File: src/logic/cam_io_pkg.sv
/*
 * shared constants and carrier types for the camera i/o line block.
 * assumes a single 20 mhz system clock and no register bus.
 */
package cam_io_pkg;

    localparam int unsigned NUM_LINES        = 7;
    localparam int unsigned NUM_OUT          = 6;
    localparam int unsigned CLK_HZ           = 20_000_000;
    localparam int unsigned US_PER_S         = 1_000_000;
    localparam int unsigned TICK_CYCLES      = CLK_HZ / US_PER_S;
    localparam int unsigned TICK_W           = 5;
    localparam int unsigned FILT_TIME_MAX_US = 1_000_000;
    localparam int unsigned FILT_W           = 20;
    localparam logic [FILT_W-1:0] FILT_TIME_RST = 20'h00000;
    localparam int unsigned IN_LINE_IDX      = 0;

    typedef enum logic [2:0] {
        SRC_OFF,
        SRC_FRAME,
        SRC_ROW,
        SRC_EXPO,
        SRC_SOFT,
        SRC_TIMER,
        SRC_COUNTER
    } out_src_t;

    typedef enum logic {
        DIR_INPUT,
        DIR_OUTPUT
    } line_dir_t;

    // per-output configuration
    typedef struct packed {
        out_src_t output_source_select;
        logic     output_polarity_invert;
    } out_cfg_t;

    // live sources from the sensor timing and generator blocks
    typedef struct packed {
        logic frame_readout_pulse;
        logic row_period_pulse;
        logic exposure_window;
        logic timer_pulse_source;
        logic counter_pulse_source;
    } src_bus_t;

endpackage

File: src/logic/glitch_filter.sv
/*
 * glitch filter for one input line: synchroniser, microsecond tick
 * and a stability counter. assumes time_us stays below the maximum.
 */
`timescale 1ns/1ps
module glitch_filter
    import cam_io_pkg::*;
#(
    parameter int unsigned TW = FILT_W
) (
    // clock and reset
    input  wire logic          clk_sys,
    input  wire logic          nrst,
    // raw pin and setting
    input  wire logic          pin_in,
    input  wire logic [TW-1:0] time_us,
    // filtered level
    output logic               level_out
);
    import cam_io_pkg::*;

    typedef struct packed {
        logic              sync1;
        logic              sync2;
        logic [TICK_W-1:0] tick_cnt;
        logic [TW-1:0]     us_cnt;
        logic              level;
    } filt_st_t;

    filt_st_t st_q;
    filt_st_t st_d;
    logic     tick;

    assign tick = (st_q.tick_cnt == TICK_W'(TICK_CYCLES - 1));

    always_comb begin
        st_d       = st_q;
        st_d.sync1 = pin_in;
        st_d.sync2 = st_q.sync1;
        // tick phase restarts while the pin agrees, so a change is always
        // timed in whole microseconds and never accepted a fraction early
        if (tick || st_q.sync2 == st_q.level) begin
            st_d.tick_cnt = '0;
        end else begin
            st_d.tick_cnt = st_q.tick_cnt + 1'b1;
        end
        if (st_q.sync2 == st_q.level) begin
            // any bounce back restarts the wait
            st_d.us_cnt = '0;
        end else if (st_q.us_cnt >= time_us) begin
            // accepted after the full filter time, zero passes through
            st_d.level  = st_q.sync2;
            st_d.us_cnt = '0;
        end else if (tick) begin
            st_d.us_cnt = st_q.us_cnt + 1'b1;
        end
    end

    always_ff @(posedge clk_sys or negedge nrst) begin
        if (!nrst) begin
            st_q <= '0;
        end else begin
            st_q <= st_d;
        end
    end

    assign level_out = st_q.level;
endmodule

File: src/logic/camera_io_line_control.sv
/*
 * camera digital i/o lines: one filtered input, six output lines with
 * source select and polarity. assumes sources are on clk_sys already.
 */
`timescale 1ns/1ps
module camera_io_line_control
    import cam_io_pkg::*;
(
    // clock and reset
    input  wire logic                    clk_sys,
    input  wire logic                    nrst,
    // connector input
    input  wire logic                    first_input_pin,
    // configuration
    input  wire logic [FILT_W-1:0]       glitch_filter_time,
    input  wire cam_io_pkg::out_cfg_t    out_cfg [NUM_OUT],
    input  wire logic                    software_level_value,
    input  wire logic [2:0]              line_index_select,
    // internal sources
    input  wire cam_io_pkg::src_bus_t    src,
    // outputs
    output logic                         filtered_input,
    output logic [NUM_OUT-1:0]           line_out,
    output cam_io_pkg::line_dir_t        line_direction
);
    import cam_io_pkg::*;

    // checking aid only: how long the synchronised pin has disagreed with
    // the filtered level; wide enough for the longest filter time
    localparam int unsigned RUN_W = 25;

    typedef struct packed {
        logic [NUM_OUT-1:0] out;
        logic [FILT_W-1:0]  ftime;
        line_dir_t          dir;
        logic               chk_s1;
        logic               chk_s2;
        logic [RUN_W-1:0]   run;
        logic [RUN_W-1:0]   run_cfg;
    } top_st_t;

    top_st_t           st_q;
    top_st_t           st_d;
    logic [NUM_OUT-1:0] sel_val;
    logic               filt_level;

    glitch_filter #(
        .TW        (FILT_W)
    ) u_filter (
        .clk_sys   (clk_sys),
        .nrst      (nrst),
        .pin_in    (first_input_pin),
        .time_us   (st_q.ftime),
        .level_out (filt_level)
    );

    always_comb begin
        for (int i = 0; i < NUM_OUT; i++) begin
            case (out_cfg[i].output_source_select)
                SRC_OFF:     sel_val[i] = 1'b0;
                SRC_FRAME:   sel_val[i] = src.frame_readout_pulse;
                SRC_ROW:     sel_val[i] = src.row_period_pulse;
                SRC_EXPO:    sel_val[i] = src.exposure_window;
                SRC_SOFT:    sel_val[i] = software_level_value;
                SRC_TIMER:   sel_val[i] = src.timer_pulse_source;
                SRC_COUNTER: sel_val[i] = src.counter_pulse_source;
                default:     sel_val[i] = 1'b0;
            endcase
        end
    end

    always_comb begin
        st_d = st_q;
        // registered so a select change cannot make a combinational spike
        st_d.out = sel_val;
        for (int i = 0; i < NUM_OUT; i++) begin
            if (out_cfg[i].output_polarity_invert) begin
                st_d.out[i] = ~sel_val[i];
            end
        end
        // out-of-range settings are clamped to the maximum
        if (glitch_filter_time > FILT_W'(FILT_TIME_MAX_US)) begin
            st_d.ftime = FILT_W'(FILT_TIME_MAX_US);
        end else begin
            st_d.ftime = glitch_filter_time;
        end
        st_d.dir = (line_index_select == 3'(IN_LINE_IDX)) ?
                   DIR_INPUT : DIR_OUTPUT;
        // own copy of the pin synchroniser, so the checks below see the
        // pin with the same two-cycle delay as the filter does
        st_d.chk_s1 = first_input_pin;
        st_d.chk_s2 = st_q.chk_s1;
        if (st_q.chk_s2 == filt_level) begin
            st_d.run = '0;
        end else if (st_q.run != '1) begin
            st_d.run = st_q.run + 1'b1;
        end
        // a new filter time restarts this count, since the filter then
        // measures against the new limit
        if (st_q.chk_s2 == filt_level || st_d.ftime != st_q.ftime) begin
            st_d.run_cfg = '0;
        end else if (st_q.run_cfg != '1) begin
            st_d.run_cfg = st_q.run_cfg + 1'b1;
        end
    end

    always_ff @(posedge clk_sys or negedge nrst) begin
        if (!nrst) begin
            st_q.out   <= '0;
            st_q.ftime <= FILT_TIME_RST;
            st_q.dir   <= DIR_INPUT;
            st_q.chk_s1  <= 1'b0;
            st_q.chk_s2  <= 1'b0;
            st_q.run     <= '0;
            st_q.run_cfg <= '0;
        end else begin
            st_q <= st_d;
        end
    end

    assign line_out       = st_q.out;
    assign filtered_input = filt_level;
    assign line_direction = st_q.dir;

    // every output line, both polarities; inversion is an exclusive-or
    // on the chosen source, so one property per source covers both
    for (genvar g = 0; g < NUM_OUT; g++) begin : g_line_chk

    end
endmodule

File: config.mk
export PLATFORM = sky130hd
export DESIGN_NAME = camera_io_line_control
export DESIGN_NICKNAME = d
export VERILOG_FILES = /design/src/logic/cam_io_pkg.sv /design/src/logic/glitch_filter.sv /design/src/logic/camera_io_line_control.sv
export SDC_FILE = /design/constraint.sdc
export NUM_CORES = 1
export LEC_CHECK = 0
export BUFFER_PORTS_ARGS = -buffer_cell sky130_fd_sc_hd__buf_2
export CORE_ASPECT_RATIO = 1.75
export CORE_MARGIN = 2
export CORE_UTILIZATION = 40
export CTS_BUF_LIST = sky130_fd_sc_hd__clkbuf_4
export DETAILED_ROUTE_END_ITERATION = 6
export SLEW_MARGIN = 10
export SYNTH_ARGS = -nofsm -noshare
export SYNTH_HDL_FRONTEND = slang
export SYNTH_SLANG_ARGS = --single-unit
File: constraint.sdc
create_clock -name clk_sys -period 3.68 [get_ports clk_sys]
set_clock_uncertainty 0.1 [all_clocks]
set_input_delay 0.736 -clock clk_sys [delete_from_list [all_inputs] [get_ports clk_sys]]
set_output_delay 0.736 -clock clk_sys [all_outputs]
set_load 0.05 [all_outputs]
==> flow_metrics.py, run 1 <==
metrics = {
    "clocking": {
        "insertion_delay_ns": 0.39,
        "clock-sinks": 55,
        "post_cts_buffers": 0,
        "clk_pin_slew_ns": 0.15,
        "cts_tree": "yes",
        "hold_buffers": 0,
        "h-tree-depth": 2,
        "cts-root-buf": "clkbuf_4",
        "cts_buffers": 5,
        "post_cts_resized": 0,
        "cts_buffer_depth": 2,
    },
    "routing": {
        "detail-route-antenna-nets": 0,
        "routedWlPerCell_um": 14.6,
        "drc": 0,
        "firstDrtPassIters": 4,
        "drt_iter0_drc": 211,
        "drt-total-wl_um": 6880,
        "viasPerCell": 5.35,
        "num_vias": 2526,
    },
    "floorplan": {
        "fp-row-count": 42,
        "die_height_um": 121,
        "die-area_mm2": 0.00857,
        "die_x_um": 70.8,
        "initial_core_util": 0.413,
        "ios": 64,
        "placeableCoreArea_mm2": 0.00757,
    },
    "synthesis": {
        "synth.area.mux_share": 0.0408,
        "yosys.area_share.simple": 0.192,
        "synthesis.area_mm2": 0.00313,
        "synth_edf_count": 0,
        "ys.flop_type": "dfrtp_1",
        "synth_top_cell_by_area": "dfrtp_1",
        "yosysWarnings": 0,
        "synth_top_family_by_area": "simple AND/OR/NAND/NOR gates",
        "synth_most_common_cell": "dfrtp_1",
        "synth_top_area_share": 0.440,
        "synth_seq_cells": 55,
        "synth_compound_gate_area_share": 0.125,
        "ys_seq_area_frac": 0.440,
        "async_flop_share": 1.00,
        "syn_inst": 323,
        "synthXorXnorAreaFrac": 0.0560,
        "ys_types": 47,
        "synth_common_cells": "dfrtp_1 (55), nand2_1 (28), inv_1 (25), nor2_1 (23), ha_1 (22)",
        "synth_fa_ha_area_frac": 0.0880,
        "synthTopCellsByArea": "dfrtp_1 (44%), ha_1 (8.8%), nand2_1 (3.4%)",
        "syn_area_per_cell_um2": 9.68,
        "syn_nets": 401,
    },
    "sta": {
        "slew_violations": 0,
        "finalHoldViolCount": 0,
        "grt_setup_unrepaired": "no",
        "worst_slew_pin_slew_ns": 0.743,
        "clock.fmax_mhz": 359,
        "tns_ns": 0,
        "hold_ws_ns": 0.160,
        "finalSetupViolations": 0,
        "relSlewSlack": 0.501,
        "fin_crit_sh": 0.757,
        "min_period_ns": 2.79,
    },
    "critical_path": {
        "worstPathMaxFanout": 11,
        "cp_data_required_time_ns": 3.88,
        "critical_path_class": "reg2reg",
        "worstSetupStartpointType": "flip-flop",
        "crit_path_end_kind": "flip-flop",
        "critPathArrivalTime_ns": 2.98,
    },
    "final_layout": {
        "drive_gt1_frac": 0.201,
        "final_cells": 472,
        "fill_cells": 753,
        "syn_to_final_growth_pct": 13.6,
        "nets": 461,
        "design_area_mm2": 0.00355,
    },
    "place": {
        "place_congestion": 0.835,
        "place_hpwl_um": 5480,
        "placed_area_mm2": 0.00350,
        "dp_cells": 464,
        "placement.io_buffers": 63,
    },
    "job": {
        "cap_violations": 0,
    },
    "power": {
        "irDropWorstVdd_uv": 182,
        "finalPower_mw": 1.08,
        "p_per_area_mw_per_mm2": 305,
        "p_leak_nw": 1.73,
    },
    "grt": {
        "antenna_found_initial": 1,
        "grt_pass1_vias": 2577,
        "grt_pass1_wl_um": 11600,
        "overflow": 0,
        "grt_usage": 0.171,
        "grt_max_degree": 22,
    },
    "status": {
        "run_status": "finished, final reports clean",
    },
    "min_path": {
        "min_path_type": "in2async",
    },
}
[final timing paths]
kind	startpoint	cells after the start	end	slack (ns)
min in group clk_sys	u_filter.st_d[26]$_DFF_PN0_	0	u_filter.st_q[26]$_DFF_PN0_	0.27
worst min register to register	u_filter.st_d[26]$_DFF_PN0_	0	u_filter.st_q[26]$_DFF_PN0_	0.27
worst max-delay path	u_filter.st_q[1]$_DFFE_PN0P_	9	u_filter.st_q[13]$_DFFE_PN0P_	0.89
worst max register to register	u_filter.st_q[1]$_DFFE_PN0P_	9	u_filter.st_q[13]$_DFFE_PN0P_	0.89
max in group asynchronous	nrst	2	st_q[64]$_DFF_PN0_	2.70
worst min-delay path	nrst	1	u_filter.st_q[25]$_DFF_PN0_	0.16
[cell usage in the layout, fill, tap and decap left out, types with 2 or more instances in the layout]
cell type,n
xor2_1,10
a22oi_1,2
o221ai_1,3
a21oi_1,13
nand2b_1,7
dfrtp_1,55
nand2_1,28
nor4_1,3
nor3_1,5
xnor2_1,10
a21o_1,3
o21ai_1,11
clkbuf_4,5
o311ai_1,2
and4_1,3
o21ai_0,8
inv_1,25
and2_1,12
buf_2,63
o2bb2ai_1,2
a32oi_1,3
o22ai_1,2
nand4bb_1,3
mux2_1,4
nand4_1,10
nand3_1,12
buf_4,5
nor2_1,23
o31ai_1,3
and3_1,5
ha_1,22
mux2i_1,6
[critical path, cell delays in order (launching register included)]
cell and delay, ns:
dfrtp_1 0.46, inv_1 0.09, ha_1 0.27, nand2b_1 0.14
a2111o_1 0.43, a32oi_1 0.19, nand3_1 0.10, buf_4 0.18
nand2b_1 0.33, o41ai_1 0.42
[metal layers]
metal  vias up  track usage  routed length, µm
li1       1246            -                  -
met1      1211        0.174               2620
met2        59        0.329               3810
met3        10       0.0316                253
met4         0       0.0755                189
met5         -            0                  0
[flip-flops by register name, indices dropped and copies added (netlist names)]
| signal | cells |
|---|---|
| u_filter.st_q | 26 |
| st_q | 20 |
| line_out | 6 |
| line_direction | 1 |
| u_filter.level_out | 1 |
| u_filter.st_d | 1 |
[per-stage QoR]
| stage | util | setup WS [ns] |
|---|---|---|
| floorplan | - | 1.34 |
| global placement | 0.463 | 1.01 |
| detailed placement | 0.463 | 0.908 |
| CTS | 0.469 | 0.900 |
| global route | 0.469 | 0.558 |
| finish | 0.469 | 0.894 |
[kinds of logic (layout without fill, tap and decap cells)]
| logic type | after synthesis | after routing |
|---|---|---|
| other cells | 0 | 1 |
| buf+inv | 40 | 100 |
| mux | 11 | 11 |
| simple gates | 115 | 115 |
| compound gates | 60 | 60 |
| flops | 55 | 55 |
| xor+xnor | 20 | 20 |
| fa+ha+maj | 22 | 22 |
[where the power goes]
part / switching [mW] / internal [mW]
clock network: 0.183 / 0.0681
registers: 0.00881 / 0.631
logic: 0.119 / 0.0718
[layout make-up]
type | instances | area (µm²) | share of cell area
Timing Repair Buffer | 68 | 353 | 0.0994
Inverter | 25 | 93.8 | 0.0264
Sequential cell | 55 | 1380 | 0.388
Clock buffer | 5 | 37.5 | 0.0106
Antenna cell | 1 | 2.50 | 0.000705
Multi-Input combinational cell | 228 | 1570 | 0.442
Tap cell | 88 | 110 | 0.0310
Clock inverter | 2 | 8.76 | 0.00247
Power figures use the tool's default switching activity.
==> inputs of run 2 (changes only) <==
- clock period: 3.68 -> 2.4 ns (I/O delays scaled with it)
==> flow_metrics.py, run 2 (synthesis gave the netlist of run 1 again) <==
metrics = {
    "grt": {
        "overflow": 0,
        "grt_max_degree": 29,
        "antenna_found_initial": 0,
        "grt_pass1_wl_um": 12000,
        "met2_usage": 0.311,
        "grt_pass1_vias": 2698,
        "grt_usage": 0.175,
        "met1_usage": 0.187,
        "grt.busiest_layer": "met2",
        "grtUsageMet3": 0.0407,
    },
    "floorplan": {
        "placeableCoreArea_mm2": 0.00757,
        "die_height_um": 121,
        "fp-row-count": 42,
        "ios": 64,
        "die_x_um": 70.8,
        "die-area_mm2": 0.00857,
        "initial_core_util": 0.413,
    },
    "final_layout": {
        "largest_register_ffs": 26,
        "seq_area_mm2": 0.00138,
        "final_cell_mix": "buf_2 (63), dfrtp_1 (55), nand2_1 (28), inv_1 (24)",
        "syn_to_final_growth_pct": 20.6,
        "fill_cells": 735,
        "final_cells": 486,
        "nets": 474,
        "drive_gt1_frac": 0.249,
        "multi_input_area_mm2": 0.00161,
        "final_common_cell": "buf_2",
        "max_flop_register": "u_filter.st_q",
    },
    "routing": {
        "detail-route-antenna-nets": 0,
        "drt_iter0_drc": 143,
        "drc": 0,
        "routedWlPerCell_um": 14.3,
        "drt-total-wl_um": 6960,
        "viasPerCell": 5.42,
        "num_vias": 2633,
        "firstDrtPassIters": 4,
    },
    "min_path": {
        "min_path_type": "in2reg",
        "min_path_cells": 1,
    },
    "critical_path": {
        "worst_path_max_delay_cell": "dfrtp_1",
        "crit_path_end_kind": "flip-flop",
        "crit_buf_inv": 2,
        "path_depth": 9,
        "cp_data_required_time_ns": 2.63,
        "max_stage_delay_ns": 0.40,
        "path_delay_family": "compound AO/OA/AOI/OAI gates",
        "cp_cell_sequence": "inv_2 -> ha_1 -> nand2b_1 -> a2111o_1 -> a32oi_2 -> nand3_2 -> nand2b_4 -> buf_12 -> o2bb2ai_1",
        "r2r.worst_path.cells": 9,
        "critPathArrivalTime_ns": 2.50,
        "worstSetupStartpointType": "flip-flop",
        "worstPathMaxFanout": 8,
        "critical_path_class": "reg2reg",
    },
    "place": {
        "place_hpwl_um": 5450,
        "place_congestion": 0.819,
        "placement.io_buffers": 63,
        "dp_cells": 475,
    },
    "power": {
        "p_sw_frac": 0.275,
        "power.switching_mw": 0.495,
        "p_per_area_mw_per_mm2": 477,
        "p_leak_nw": 1.86,
        "p_int_mw": 1.30,
        "clockPowerShare": 0.284,
        "irDropWorstVdd_uv": 293,
        "p_comb_frac": 0.170,
        "sequentialPowerShare": 0.546,
    },
    "sta": {
        "min_period_ns": 2.27,
        "fin_crit_sh": 0.945,
        "slew_violations": 0,
        "worst_slew_pin_slew_ns": 0.632,
        "finalHoldViolCount": 0,
        "finalSetupViolations": 0,
        "tns_ns": 0,
        "clock.fmax_mhz": 441,
        "relSlewSlack": 0.579,
    },
    "clocking": {
        "cts-root-buf": "clkbuf_4",
        "cts_buffer_depth": 2,
        "clk_pin_slew_ns": 0.16,
        "cts_buffers": 5,
        "clock-sinks": 55,
        "insertion_delay_ns": 0.39,
        "cts_tree": "yes",
        "h-tree-depth": 2,
    },
    "job": {
        "cap_violations": 0,
    },
    "status": {
        "run_status": "finished, final reports clean",
    },
}
## run 2: cell count changes in the layout (fill, tap and decap cells not counted), moves of 2 or more
cell,delta
buf_12,+2
a21oi_2,+2
buf_4,+8
a21oi_1,-2
## run 2: what timing repair did
action | CTS | global route
buffers inserted | 0 | 0
endpoints found under the hold margin | 22 | 0
hold buffers | 1 | 0
setup endpoints to repair | 12 | 20
gates cloned | 0 | 1
gates resized for setup | 2 | 12
pin swaps | 0 | 4
## run 2: path summary, 6_finish.rpt
path                                                    from                      endpoint  slack, ns
min in group asynchronous                               nrst            st_q[61]$_DFF_PN0_       0.54
worst min-delay path                         first_input_pin   u_filter.st_d[26]$_DFF_PN0_       0.09
worst min register to register   u_filter.st_d[26]$_DFF_PN0_   u_filter.st_q[26]$_DFF_PN0_       0.28
worst max-delay path            u_filter.st_q[1]$_DFFE_PN0P_  u_filter.st_q[1]$_DFFE_PN0P_       0.13
worst max register to register  u_filter.st_q[1]$_DFFE_PN0P_  u_filter.st_q[1]$_DFFE_PN0P_       0.13
max in group asynchronous                               nrst  u_filter.st_q[3]$_DFFE_PN0P_       1.09
## run 2: power by group through the flow
stage               Clock [mW]  Sequential, mW  Combinational, mW
floorplan                    0           0.999              0.192
finish                   0.512           0.981              0.306
detailed placement           0           0.999              0.299
CTS                      0.531           0.982              0.302
global placement             0           0.999              0.293
global route             0.570           0.987              0.337
## run 2: cell type report
class / instances / share of cell area
repair buffers: 81 / 0.132
inverters: 25 / 0.0249
well taps: 88 / 0.0292
clock inverters: 3 / 0.0103
clock buffers: 5 / 0.00995
diodes: 1 / 0.000664
flip-flops and latches: 55 / 0.365
multi-input cells: 228 / 0.428
## run 2: per-layer routing
| metal | wire [µm] | share of wire |
|---|---|---|
| met5 | 0 | 0 |
| met4 | 206 | 0.030 |
| met3 | 302 | 0.043 |
| met2 | 3840 | 0.55 |
| met1 | 2610 | 0.37 |
## run 2: per-stage QoR
step           setup slack, ns  total power [mW]  hold slack, ns  instance area (µm²)  utilization
2_1_floorplan            0.138              1.19          0.0844                 3130            -
3_5_place_dp           -0.0330              1.30           0.247                 3600        0.475
3_3_place_gp          -0.00166              1.29           0.245                 3600        0.475
5_1_grt              -0.000403              1.89          0.0469                 3770        0.498
6_report                 0.131              1.80          0.0852                 3770        0.498
4_1_cts                -0.0131              1.81          0.0654                 3690        0.488
==> inputs of run 3 (changes only) <==
- PLACE_DENSITY: default -> 0.68
==> flow_metrics.py, run 3 (synthesis gave the netlist of run 1 again) <==
metrics = {
    "status": {
        "run_status": "finished, final reports clean",
    },
    "clocking": {
        "insertion_delay_ns": 0.39,
        "h-tree-depth": 2,
        "post_cts_buffers": 0,
        "cts_buffer_depth": 2,
        "cts-root-buf": "clkbuf_4",
        "clock-sinks": 55,
        "cts_buffers": 5,
        "hold_buffers": 0,
        "cts_tree": "yes",
        "clk_pin_slew_ns": 0.15,
    },
    "min_path": {
        "min_path_type": "in2async",
    },
    "floorplan": {
        "ios": 64,
        "die_height_um": 121,
        "placeableCoreArea_mm2": 0.00757,
        "die_x_um": 70.8,
        "die-area_mm2": 0.00857,
        "fp-row-count": 42,
        "initial_core_util": 0.413,
    },
    "sta": {
        "worst_slew_pin_slew_ns": 0.701,
        "min_period_ns": 2.22,
        "finalSetupViolations": 0,
        "relSlewSlack": 0.533,
        "finalHoldViolCount": 0,
        "fin_crit_sh": 0.926,
        "slew_violations": 0,
        "tns_ns": 0,
        "grt_setup_unrepaired": "yes",
        "clock.fmax_mhz": 450,
    },
    "critical_path": {
        "rrSetupSlack_ns": 0.18,
        "timing.rr.start": "u_filter.st_q[1]$_DFFE_PN0P_",
        "max_stage_delay_ns": 0.38,
        "critPathArrivalTime_ns": 2.41,
        "cp_data_required_time_ns": 2.59,
        "worst_path_max_delay_cell": "dfrtp_1",
        "crit_path_end_kind": "flip-flop",
        "worstPathMaxFanout": 10,
        "reg2reg_to": "u_filter.level_out$_DFFE_PN0P_",
        "worstSetupStartpointType": "flip-flop",
        "cp_cell_sequence": "inv_2 -> ha_1 -> nand2b_1 -> a2111o_1 -> a32oi_1 -> nand3_1 -> buf_4 -> mux2_1",
        "r2r.worst_path.cells": 8,
        "critical_path_class": "reg2reg",
    },
    "grt": {
        "grt.busiest_layer": "met2",
        "antenna_found_initial": 1,
        "overflow": 0,
        "grt_max_degree": 33,
        "met2_usage": 0.339,
        "grt_pass1_wl_um": 11800,
        "grt_usage": 0.174,
        "grt_pass1_vias": 2626,
        "grtUsageMet3": 0.0299,
        "met1_usage": 0.178,
    },
    "place": {
        "placed_area_mm2": 0.00356,
        "place_congestion": 0.805,
        "place_hpwl_um": 5550,
        "placement.io_buffers": 63,
    },
    "routing": {
        "num_vias": 2556,
        "drt-total-wl_um": 6850,
        "firstDrtPassIters": 4,
        "drt_iter0_drc": 73,
        "detail-route-antenna-nets": 0,
        "routedWlPerCell_um": 14.3,
        "viasPerCell": 5.34,
        "drc": 0,
    },
    "final_layout": {
        "final_cell_mix": "buf_2 (63), dfrtp_1 (55), nand2_1 (28), inv_1 (24)",
        "largest_register_ffs": 26,
        "design_area_mm2": 0.00367,
        "drive_gt1_frac": 0.238,
        "max_flop_register": "u_filter.st_q",
        "fin_util": 0.486,
        "nets": 467,
        "final_common_cell": "buf_2",
        "syn_to_final_growth_pct": 17.5,
    },
    "power": {
        "irDropWorstVdd_uv": 305,
        "p_per_area_mw_per_mm2": 461,
        "p_leak_nw": 1.79,
    },
    "job": {
        "cap_violations": 0,
    },
}
==> run 3: report_power, final <==
| group | internal [mW] | switching (mW) | total, mW | leakage, nW |
|---|---|---|---|---|
| logic | 0.115 | 0.183 | 0.298 | 1.06 |
| clock network | 0.137 | 0.278 | 0.416 | 0.0361 |
| registers | 0.968 | 0.0135 | 0.981 | 0.698 |
| total | 1.22 | 0.475 | 1.70 | 1.79 |
==> run 3: layer usage <==
layer	up-vias	share of wire
met2	72	0.58
met3	7	0.040
met1	1219	0.37
met4	0	0.016
li1	1258	-
met5	-	0
==> run 3: what timing repair did <==
action,in CTS,in global routing
gates resized for setup,0,9
setup endpoints to repair,0,17
hold endpoints to repair,0,0
==> run 3: critical path: cells and delay by family, from the launching register on <==
family	cells	cell delay, ns
AOI/OAI and AO/OA	2	0.58
adders and majority gates	1	0.26
buffers and inverters	2	0.23
DFF	1	0.38
muxes	1	0.31
and+or+nand+nor	2	0.25
==> run 3: metrics by stage <==
step | total power, mW | worst slack [ns] | cells | hold slack, ns
after floorplan | 1.19 | 0.138 | 323 | 0.0844
after global placement | 1.29 | 0.126 | 470 | 0.243
after detailed placement | 1.30 | 0.0428 | 470 | 0.247
after CTS | 1.71 | 0.0493 | 478 | 0.0303
after global routing | 1.79 | -0.0135 | 479 | 0.0605
final | 1.70 | 0.176 | 479 | 0.00672
==> run 3: final cells by class <==
class	instances	area, µm²
Fill cell	752	3890
Multi-Input combinational cell	228	1620
Sequential cell	55	1380
Timing Repair Buffer	74	414
Tap cell	88	110
Inverter	25	93.8
Clock buffer	7	52.6
Clock inverter	1	5.00
Antenna cell	1	2.50
==> run 3: worst max-delay path by stage <==
stage | from | slack [ns] | endpoint | depth (start not counted)
after floorplan | u_filter.st_q[1]$_DFFE_PN0P_ | 0.14 | u_filter.st_q[12]$_DFFE_PN0P_ | 10
after global placement | u_filter.st_q[1]$_DFFE_PN0P_ | 0.13 | u_filter.st_q[17]$_DFFE_PN0P_ | 9
after detailed placement | u_filter.st_q[1]$_DFFE_PN0P_ | 0.04 | u_filter.st_q[17]$_DFFE_PN0P_ | 9
after CTS | u_filter.st_q[1]$_DFFE_PN0P_ | 0.05 | u_filter.st_q[17]$_DFFE_PN0P_ | 9
after global routing | u_filter.st_q[1]$_DFFE_PN0P_ | -0.01 | u_filter.st_q[17]$_DFFE_PN0P_ | 9
final | u_filter.st_q[1]$_DFFE_PN0P_ | 0.18 | u_filter.level_out$_DFFE_PN0P_ | 8
